File: src/lsr_pkg.sv
// register map, field positions and reset values of the led driver register bank
// shared by the register bank top and its test side; no logic here
package lsr_pkg;

    // byte offsets on the register port
    localparam logic [7:0] OFS_FAULT_STATUS  = 8'h02;
    localparam logic [7:0] OFS_IDENTITY      = 8'h03;
    localparam logic [7:0] OFS_DC_LEVEL      = 8'h07;
    localparam logic [7:0] OFS_CONFIG        = 8'h08;
    localparam logic [7:0] OFS_CHANNEL_MASK  = 8'h09;

    // fault and status bit positions
    localparam int STS_FAULT_BIT      = 0;
    localparam int STS_THERMAL_BIT    = 1;
    localparam int STS_OVERCURR_BIT   = 2;
    localparam int STS_BACKLIGHT_BIT  = 3;
    localparam int STS_ONE_SHUT_BIT   = 4;
    localparam int STS_TWO_SHUT_BIT   = 5;

    // identity fields
    localparam int ID_MARKER_BIT      = 7;
    localparam int ID_MAKER_LSB       = 3;
    localparam int ID_REV_LSB         = 0;
    localparam logic [3:0] MAKER_NOT_IMPLEMENTED = 4'hf;
    localparam logic [2:0] FIRST_REVISION        = 3'h0;

    // configuration fields
    localparam int CFG_SHORT_LSB      = 0;
    localparam int CFG_FREQ_BIT       = 2;

    // channel mask layout
    localparam int NUM_CHANNELS       = 6;

    // reset values
    localparam logic [7:0] RST_FAULT_STATUS = 8'h00;
    localparam logic [7:0] RST_DC_LEVEL     = 8'hff;
    localparam logic [7:0] RST_CONFIG       = 8'hff;
    localparam logic [7:0] RST_CHANNEL_MASK = 8'hff;
    localparam logic [7:0] RST_READ_DATA    = 8'h00;

endpackage

File: src/lsr_sync.sv
// two-stage synchroniser for a group of slow level signals
// assumes each bit is a level that stays for many clock cycles
`timescale 1ns/1ps
module lsr_sync #(
    parameter int WIDTH = 8
) (
    input  wire logic             sys_clk,
    input  wire logic             resetn,
    input  wire logic             clk_en,
    input  wire logic [WIDTH-1:0] async_in,
    output logic      [WIDTH-1:0] sync_out
);

    logic [WIDTH-1:0] meta;

    // first stage feeds only the second stage
    always_ff @(posedge sys_clk or negedge resetn) begin
        if (!resetn) begin
            meta     <= '0;
            sync_out <= '0;
        end else if (clk_en) begin
            meta     <= async_in;
            sync_out <= meta;
        end
    end

endmodule

File: src/lsr_regs.sv
// register bank of a six-channel led backlight driver: status, identity,
// dc level, boost/short configuration and channel mask with fault readback
// assumes a byte protocol engine outside gives one-cycle read and write
// strobes with an address; analog monitors drive the raw fault levels
//
// Behaviour
// identity bit 7 always reads one, marking a panel driver.
// identity bits 6..3 hold maker code, bits 2..0 silicon revision.
// identity register is read-only; writes change nothing.
// maker code 0-8 other vendors, 10-14 reserved, 15 not implemented.
// silicon revision starts at zero, one higher per released revision.
// status bit 5 two channels shut down, bit 4 one channel shut down.
// status bit 3 shows backlight lit (one) or off (zero).
// status bit 2 input overcurrent, bit 1 thermal shutdown, live.
// status bit 0 is the OR of the fault conditions.
// dc level is an 8-bit read/write register, changeable in operation.
// writing dc level changes only the dc setting, not pwm.
// reading dc level returns the level in force.
// dc level resets to all ones.
// configuration bits 1..0 select short threshold or disable it.
// configuration bit 2 selects 1200 kHz (one) or 600 kHz (zero).
// configuration resets to all ones.
// mask bit n drives channel n for n 0..5; bits 7,6 reserved.
// mask write enables channels written one, disables the rest.
// mask read gives zero for disabled or faulted channels.
// disabling then re-enabling a channel clears its fault and retries it.
// mask resets to all ones.
// summary fault is sticky until backlight command toggles or written low.
// one-channel flag at one or more faults, two-channel at two or more.
// backlight status never sets the summary fault.
// reserved status bits read zero, writes to them ignored.
// analog fault levels pass a two-stage synchroniser first.
`timescale 1ns/1ps
module lsr_regs
    import lsr_pkg::*;
#(
    // arbitrary neutral maker code, chosen only to fill the field
    parameter logic [3:0] MAKER_CODE = 4'h5,
    parameter logic [2:0] SILICON_REV = FIRST_REVISION
) (
    input  wire logic        sys_clk,
    input  wire logic        resetn,
    input  wire logic        clk_en,
    input  wire logic [7:0]  reg_addr,
    input  wire logic        reg_wr,
    input  wire logic        reg_rd,
    input  wire logic [7:0]  reg_wdata,
    output logic      [7:0]  reg_rdata,
    output logic             reg_rvalid,
    input  wire logic        input_overcurrent_raw,
    input  wire logic        thermal_shutdown_raw,
    input  wire logic [5:0]  channel_fault_raw,
    input  wire logic        backlight_on_command,
    input  wire logic        backlight_lit,
    output logic      [7:0]  dc_level_code,
    output logic      [1:0]  short_threshold_select,
    output logic             switch_freq_select,
    output logic      [5:0]  channel_enable_bits
);

    // ones count of the faulted-out channel vector
    function automatic logic [2:0] count_ones(input logic [5:0] v);
        logic [2:0] n;
        n = 3'h0;
        for (int i = 0; i < NUM_CHANNELS; i++) begin
            n = n + {2'b00, v[i]};
        end
        return n;
    endfunction

    // stored registers
    logic [7:0] dc_level;
    logic [7:0] config_reg;
    logic [7:0] channel_mask;
    logic [5:0] channel_faulted;
    logic       fault_sticky;
    logic       backlight_cmd_prev;

    // synchronised monitor levels
    logic [7:0] monitor_raw;
    logic [7:0] monitor_sync;
    logic       overcurrent_flag;
    logic       thermal_flag;
    logic [5:0] channel_fault_flag;

    // raw analog fault levels are not related to sys_clk
    assign monitor_raw = {input_overcurrent_raw, thermal_shutdown_raw, channel_fault_raw};

    lsr_sync #(
        .WIDTH    (8)
    ) u_monitor_sync (
        .sys_clk  (sys_clk),
        .resetn   (resetn),
        .clk_en   (clk_en),
        .async_in (monitor_raw),
        .sync_out (monitor_sync)
    );

    assign overcurrent_flag   = monitor_sync[7];
    assign thermal_flag       = monitor_sync[6];
    assign channel_fault_flag = monitor_sync[5:0];

    // address decode
    logic hit_status;
    logic hit_identity;
    logic hit_dc;
    logic hit_config;
    logic hit_mask;
    logic wr_status;
    logic wr_dc;
    logic wr_config;
    logic wr_mask;

    assign hit_status   = (reg_addr == OFS_FAULT_STATUS);
    assign hit_identity = (reg_addr == OFS_IDENTITY);
    assign hit_dc       = (reg_addr == OFS_DC_LEVEL);
    assign hit_config   = (reg_addr == OFS_CONFIG);
    assign hit_mask     = (reg_addr == OFS_CHANNEL_MASK);
    assign wr_status    = reg_wr && hit_status;
    assign wr_dc        = reg_wr && hit_dc;
    assign wr_config    = reg_wr && hit_config;
    assign wr_mask      = reg_wr && hit_mask;
    // no write strobe exists for the identity offset at all

    // shutdown flags from the count of faulted-out channels
    logic [2:0] faulted_count;
    logic       one_channel_shutdown;
    logic       two_channel_shutdown;

    assign faulted_count        = count_ones(channel_faulted);
    assign one_channel_shutdown = (faulted_count >= 3'h1);
    assign two_channel_shutdown = (faulted_count >= 3'h2);

    // live fault conditions; backlight status is left out on purpose
    logic fault_condition;
    assign fault_condition = overcurrent_flag | thermal_flag
                           | one_channel_shutdown | two_channel_shutdown;

    // sticky summary clear: command toggle or a zero written to bit 0
    logic backlight_toggled;
    logic fault_clear;
    logic next_fault_sticky;

    assign backlight_toggled = backlight_on_command ^ backlight_cmd_prev;
    assign fault_clear       = backlight_toggled || (wr_status && !reg_wdata[STS_FAULT_BIT]);
    // set wins over clear, so a persisting fault reappears at once
    assign next_fault_sticky = fault_condition || (fault_sticky && !fault_clear);

    // channel fault-out latch; a disabled channel drops its fault
    logic [5:0] mask_bits;
    logic [5:0] next_channel_mask;
    logic [5:0] next_channel_faulted;

    assign mask_bits         = channel_mask[NUM_CHANNELS-1:0];
    assign next_channel_mask = wr_mask ? reg_wdata[NUM_CHANNELS-1:0] : mask_bits;
    // only an enabled channel can fault out; re-enable starts clean
    assign next_channel_faulted = (channel_faulted | (channel_fault_flag & mask_bits))
                                & next_channel_mask;

    // enabled and not faulted out: driven and read back as on
    logic [5:0] live_channels;
    assign live_channels = mask_bits & ~channel_faulted;

    // read views
    logic [7:0] status_view;
    logic [7:0] identity_view;
    logic [7:0] mask_view;
    logic [7:0] read_mux;

    always_comb begin
        status_view                    = 8'h00; // reserved bits stay zero
        status_view[STS_FAULT_BIT]     = fault_sticky;
        status_view[STS_THERMAL_BIT]   = thermal_flag;
        status_view[STS_OVERCURR_BIT]  = overcurrent_flag;
        status_view[STS_BACKLIGHT_BIT] = backlight_lit;
        status_view[STS_ONE_SHUT_BIT]  = one_channel_shutdown;
        status_view[STS_TWO_SHUT_BIT]  = two_channel_shutdown;
    end

    // identity fields; the maker code is the caller's, 15 meaning none
    // implemented, and codes 10 to 14 are reserved so must not be chosen
    logic       panel_driver_marker;
    logic [3:0] maker_code_field;
    logic [2:0] revision_field;

    assign panel_driver_marker = 1'b1;
    assign maker_code_field    = MAKER_CODE;
    assign revision_field      = SILICON_REV;
    assign identity_view       = {panel_driver_marker, maker_code_field, revision_field};

    // disabled or faulted channels read zero; reserved bits read as stored
    assign mask_view = {channel_mask[7:6], live_channels};

    assign read_mux = hit_status   ? status_view   :
                      hit_identity ? identity_view :
                      hit_dc       ? dc_level      :
                      hit_config   ? config_reg    :
                      hit_mask     ? mask_view     :
                                     8'h00;

    // dc level: only this register changes, pwm lives elsewhere
    always_ff @(posedge sys_clk or negedge resetn) begin
        if (!resetn) begin
            dc_level <= RST_DC_LEVEL;
        end else if (clk_en && wr_dc) begin
            dc_level <= reg_wdata;
        end
    end

    // boost frequency and short threshold configuration
    always_ff @(posedge sys_clk or negedge resetn) begin
        if (!resetn) begin
            config_reg <= RST_CONFIG;
        end else if (clk_en && wr_config) begin
            config_reg <= reg_wdata;
        end
    end

    // channel mask, written whole
    always_ff @(posedge sys_clk or negedge resetn) begin
        if (!resetn) begin
            channel_mask <= RST_CHANNEL_MASK;
        end else if (clk_en && wr_mask) begin
            channel_mask <= reg_wdata;
        end
    end

    // fault-out latch per channel
    always_ff @(posedge sys_clk or negedge resetn) begin
        if (!resetn) begin
            channel_faulted <= 6'h00;
        end else if (clk_en) begin
            channel_faulted <= next_channel_faulted;
        end
    end

    // sticky summary fault bit
    always_ff @(posedge sys_clk or negedge resetn) begin
        if (!resetn) begin
            fault_sticky <= RST_FAULT_STATUS[STS_FAULT_BIT];
        end else if (clk_en) begin
            fault_sticky <= next_fault_sticky;
        end
    end

    // last backlight command, kept to see the toggle that clears the summary
    always_ff @(posedge sys_clk or negedge resetn) begin
        if (!resetn) begin
            backlight_cmd_prev <= 1'b0;
        end else if (clk_en) begin
            backlight_cmd_prev <= backlight_on_command;
        end
    end

    // read answer strobe, registered by the taking edge itself
    always_ff @(posedge sys_clk or negedge resetn) begin
        if (!resetn) begin
            reg_rvalid <= 1'b0;
        end else if (clk_en) begin
            reg_rvalid <= reg_rd;
        end
    end

    // read data holds until the next taken read
    always_ff @(posedge sys_clk or negedge resetn) begin
        if (!resetn) begin
            reg_rdata <= RST_READ_DATA;
        end else if (clk_en && reg_rd) begin
            reg_rdata <= read_mux;
        end
    end

    // dc level copy for the current sinks, registered so it never glitches
    always_ff @(posedge sys_clk or negedge resetn) begin
        if (!resetn) begin
            dc_level_code <= RST_DC_LEVEL;
        end else if (clk_en) begin
            dc_level_code <= dc_level;
        end
    end

    // short threshold code, meaning left to the channel comparators
    always_ff @(posedge sys_clk or negedge resetn) begin
        if (!resetn) begin
            short_threshold_select <= RST_CONFIG[CFG_SHORT_LSB +: 2];
        end else if (clk_en) begin
            short_threshold_select <= config_reg[CFG_SHORT_LSB +: 2];
        end
    end

    // boost switching frequency select
    always_ff @(posedge sys_clk or negedge resetn) begin
        if (!resetn) begin
            switch_freq_select <= RST_CONFIG[CFG_FREQ_BIT];
        end else if (clk_en) begin
            switch_freq_select <= config_reg[CFG_FREQ_BIT];
        end
    end

    // channel drive; a faulted channel stays off until disabled and re-enabled
    always_ff @(posedge sys_clk or negedge resetn) begin
        if (!resetn) begin
            channel_enable_bits <= RST_CHANNEL_MASK[NUM_CHANNELS-1:0];
        end else if (clk_en) begin
            channel_enable_bits <= live_channels;
        end
    end

endmodule

File: config.mk
export PLATFORM = sky130hd
export DESIGN_NAME = lsr_regs
export DESIGN_NICKNAME = d
export VERILOG_FILES = /design/src/lsr_pkg.sv /design/src/lsr_sync.sv /design/src/lsr_regs.sv
export SDC_FILE = /design/constraint.sdc
export NUM_CORES = 1
export LEC_CHECK = 0
export ABC_CLOCK_PERIOD_IN_PS = 4200
export BUFFER_PORTS_ARGS = -buffer_cell sky130_fd_sc_hd__buf_2
export CAP_MARGIN = 5
export CORE_UTILIZATION = 44
export CTS_BUF_LIST = sky130_fd_sc_hd__clkbuf_16
export CTS_CLUSTER_DIAMETER = 120
export DETAILED_ROUTE_END_ITERATION = 10
export MAX_ROUTING_LAYER = met4
export RECOVER_POWER = 25
export SKIP_LAST_GASP = 1
export SYNTH_ARGS = -nofsm -noshare
export SYNTH_HDL_FRONTEND = slang
export SYNTH_SLANG_ARGS = --single-unit
File: constraint.sdc
create_clock -name sys_clk -period 4.2 [get_ports sys_clk]
set_clock_uncertainty 0.2 [all_clocks]
set_input_delay 0.21 -clock sys_clk [delete_from_list [all_inputs] [get_ports sys_clk]]
set_output_delay 0.21 -clock sys_clk [all_outputs]
set_load 0.02 [all_outputs]
# Word-level counts from Yosys, hierarchy flattened

Index checks and enable logic that the tools add are counted.

Input bits: 31
Register bits: 74
Word-level logic and storage cells: 55
Output and inout bits: 26

Equal/unequal tests: 5
Add/subtract/negate cells: 5
Mux-type cells: 6
Order comparisons: 2
Reduce and logical (&&, ||, !) cells: 14
Bitwise gates (word level): 9

Operators with widths:

| kind                 | number |
|---|---|
| $mux W8              | 5 |
| $and A6 B6 Y6        | 3 |
| $eq A8 B2 Y1 const B | 2 |
| $eq A8 B4 Y1 const B | 2 |
| $logic_and A1 B1 Y1  | 10 |
| $add A3 B1 Y3        | 3 |
| $eq A8 B3 Y1 const B | 1 |
| $mux W6              | 1 |
| $not A6 Y6           | 1 |
| $or A6 B6 Y6         | 1 |
| $add A2 B1 Y3        | 1 |
| $ge A3 B1 Y1 const B | 1 |
| $ge A3 B2 Y1 const B | 1 |
| $or A1 B1 Y1         | 3 |
| $add A1 B1 Y2        | 1 |
| $logic_not A1 Y1     | 2 |
| $logic_or A1 B1 Y1   | 2 |
| $xor A1 B1 Y1        | 1 |

# Logic depth before layout (Yosys ltp)

Depth after elaboration: 9
Mapped depth: 10
Gate-level depth less buffers: 10

# Modules after synthesis

From an unflattened synthesis, not the netlist that was laid out.

Cell total of the unflattened synthesis: 272
Area, all modules: 3482.1 um2

By module, submodules not included:

| module   | times used | seq. area each (um2) | cells an instance | area each (um2) |
|---|---|---|---|---|
| lsr_regs | 1          | 1502.7               | 238               | 2832.7 |
| lsr_sync | 1          | 400.4                | 34                | 649.4 |

# Worst setup path after synthesis

Ideal clock, no wire load.

Path type: register to register
Start: register channel_faulted[0]
End: register reg_rdata[4]
Required time: 3.876 ns
Setup time: 0.124 ns
Stages on the path, launching flop included: 10
Period minus slack after synthesis: 2.942 ns
Buffers on the path: 0
Setup slack: 1.258 ns
Arrival: 2.618 ns
Cells stage by stage: dfrtp_1 fa_1 inv_1 fa_1 inv_1 ha_1 fa_1 nor3_1 nor3_2 a211o_1

Longest elaborated chain between the ends: 7

RTL lines:

| element                    | RTL line        | RTL |
|---|---|---|
| from (decl)                | lsr_regs.sv:75  | `logic [5:0] channel_faulted;` |
| from (signal assigned)     | lsr_regs.sv:233 | `channel_faulted <= next_channel_faulted;` |
| $add A1 B1 Y2              | lsr_regs.sv:66  | `n = n + {2'b00, v[i]};` |
| $add A2 B1 Y3              | lsr_regs.sv:66  |  |
| $add A3 B1 Y3 (3 in a row) | lsr_regs.sv:66  |  |
| $ge A3 B1 Y1               | lsr_regs.sv:131 | `assign one_channel_shutdown = (faulted_count >= 3'h1);` |
| $mux W8                    | lsr_regs.sv:194 | `assign read_mux = hit_status ? status_view :` |
| to (signal assigned)       | lsr_regs.sv:269 | `reg_rdata <= read_mux;` |
| to (decl)                  | lsr_regs.sv:48  | `output logic [7:0] reg_rdata,` |

No other way between the ends.
A chain may end at the register's enable or synchronous reset.

# Worst setup path after layout

Start: input clk_en
End: register reg_rdata[2]

Longest elaborated chain between the ends: 1

RTL lines:

| element             | RTL line        | RTL |
|---|---|---|
| from (decl)         | lsr_regs.sv:43  | `input wire logic clk_en,` |
| $logic_and A1 B1 Y1 | lsr_regs.sv:268 | `end else if (clk_en && reg_rd) begin` |

No other way between the ends.

==> metrics.cfg <==
[run_status]
status = finished with violations
violations = capacitance limit, slew limit

[global_route]
grt_usage = 0.200
grt_max_degree = 48
grt_pass1_wl_mm = 12.1
antenna_found_initial = 0
grt-ovfl-total = 0
grt_pass1_vias = 2393

[timing]
worstMarginPinSlew_ns = 2.38
finalHoldViolations = 0
rsz0062_at_grt = no
hold_ws_ns = 0.0288
slew_viol_final = 94
fmaxAchievable_mhz = 298
slew_headroom = -0.589
finalSetupViolCount = 0
period_share = 0.799
setup-tns-final_ns = 0
period_needed_ns = 3.35

[worst_setup_path]
crit_type = in2reg
critPathLaunchType = primary input
worstPathRequired_ns = 4.27
worst_path_max_delay_cell = clkbuf_1
worstPathCellList = buf_2 > clkbuf_1 > nand3_1 > a221oi_1 > a221o_1
critPathCaptureType = flop
critPathMaxFanout = 47
max_stage_delay_ns = 1.58
worstPathArrival_ns = 3.43

[power_and_ir_drop]
seqPwrFrac = 0.456
comb_power_share = 0.100
ir_drop_v = 0.000241
leakage_uw = 0.00188
p_per_area_nw_per_um2 = 409
switchingPower_uw = 424
p_clk_frac = 0.445
swShare = 0.244
intPower_uw = 1310

[logic_synthesis]
synth-edff-count = 0
synth_area_um2 = 3400
synth_flop_cell = dfstp_2
synth.avg_cell_area_um2 = 12.2
syn_nets = 314
synthArstFlopShare = 1.00
synth-seq-cells = 74
syn_inst = 279
seq_area_frac_synth = 0.560
ys_warn_count = 0
yosys.cell_types.count = 37

[clocking]
cts_tree = done
post_cts_resize_count = 0
clockRootBuffer = clkbuf_16
cts-hold-fix-buffers = 19
clk_path_buf_depth = 2
h-tree-depth = 3
cts_sinks = 74
cts-buffers-inserted = 9
cts_setup_buffers = 0
path_clk_slew_ns = 0.06
clkLatencyLatePin_ns = 0.34

[routing]
drc = 0
wl_met2_mm = 3.34
routed_wl_mm = 7.19
firstDrtPassIters = 4
antenna_left = 0
viasPerCell = 5.34
num_vias = 2448
m1WireLength_mm = 3.42
top_layer_used = met4
wl_met3_um = 315
drt_first_iter_violations = 175
wl_per_cell_um = 15.7

[layout]
diodes = 0
nNetsFinal = 389
syn2layout_area_growth_pct = 24.8
num-fill-cells = 653
drive_gt1_frac = 0.437

[floorplanning]
io_pins = 57
coreArea_um2 = 7370
die_h_um = 89.9
die_w_um = 89.9
die-area_um2 = 8080
rows = 31
initial_core_util = 0.461

[run]
cap_viol_max_count = 2

[placed_design]
routabilityCongestion = 0.821
portBuffers = 56
dp_hpwl_mm = 5.08

[hold_path]
hold_path_class = in2reg

## placed cells by master (no fill, tap or decap), drive strengths merged, types with 3 or more instances in the layout
cell type    count
mux2            52
buf             49
dfstp           41
dfrtp           33
a21oi           29
inv             23
clkbuf          20
dlygate4sd3     19
nand2           15
o21ai           15
nor2             6
nor2b            5
nand3            5
a221oi           5
a22oi            5
and3             4
nor3             4
nand2b           3
o31ai            3
a221o            3
fa               3
## routing by layer
metal	global-route usage	vias to the layer above
met2	0.306	67
met1	0.257	1210
met5	-	-
met4	0.0739	0
li1	-	1161
met3	0.0508	10
## through the flow
stage          std cells  cell area (um2)  setup slack, ns  utilization  total power [uW]
3_3_place_gp         423             3770             1.18        0.511               962
3_5_place_dp         423             3770             1.10        0.511               965
4_1_cts              458             4260             1.09        0.578              1760
5_1_grt              458             4240            0.518        0.576              1810
2_1_floorplan        279             3400             1.26            -               897
6_report             458             4240            0.845        0.576              1730
## Yosys cell counts, drive strengths merged (4+ instances only)
library cell	number	area share
mux2	52	0.17
dfstp	41	0.32
dfrtp	33	0.24
a21oi	29	0.043
inv	19	0.021
nand2	15	0.017
o21ai	15	0.022
clkbuf	13	0.014
nor2	6	0.0088
a221oi	5	0.013
a22oi	5	0.011
nand3	5	0.0074
nor2b	5	0.0092
and3	4	0.0074
nor3	4	0.011
## cells by family (layout without fill, tap and decap cells)
kind of cell,after synthesis,after routing,synth area share
muxes,52,52,0.172
DFF,74,74,0.560
and+or+nand+nor,51,51,0.0916
xor gates and xnor gates,1,1,0.00258
buffers and inverters,34,114,0.0401
AOI/OAI and AO/OA,63,63,0.112
adders and majority gates,4,4,0.0213
## area by class of cell
class | count | area [um2] | share of cell area
Clock inverter | 7 | 75.1 | 0.0177
Inverter | 19 | 71.3 | 0.0168
Clock buffer | 9 | 225 | 0.0531
Multi-Input combinational cell | 171 | 1360 | 0.321
Timing Repair Buffer | 79 | 484 | 0.114
Tap cell | 99 | 124 | 0.0292
Sequential cell | 74 | 1900 | 0.449
## path summary, 6_finish.rpt
kind	from	endpoint	slack [ns]	cells after the start
min	reg_rd	reg_rdata[0]	0.03	3
min reg2reg	reg_rdata[6]	reg_rdata[6]	0.27	2
max in group asynchronous	resetn	dc_level_code[2]	1.50	3
max	clk_en	reg_rdata[2]	0.85	5
min in group asynchronous	resetn	u_monitor_sync.meta[7]	0.94	2
max reg2reg	channel_faulted[0]	fault_sticky	0.97	10
## power groups by stage
stage                     clock network (uW)  registers (uW)  logic [uW]
final                                    771             791         173
after global routing                     819             797         193
after CTS                                787             792         176
after detailed placement                   0             803         162
after global placement                     0             802         159
after floorplan                            0             809        87.6
## worst max-delay path, delay by kind of cell
family / cells / cell delay (ns)
buffers and inverters: 2 / 1.81
and+or+nand+nor: 1 / 0.70
AOI/OAI and AO/OA: 2 / 0.70
Power figures use the tool's default switching activity.
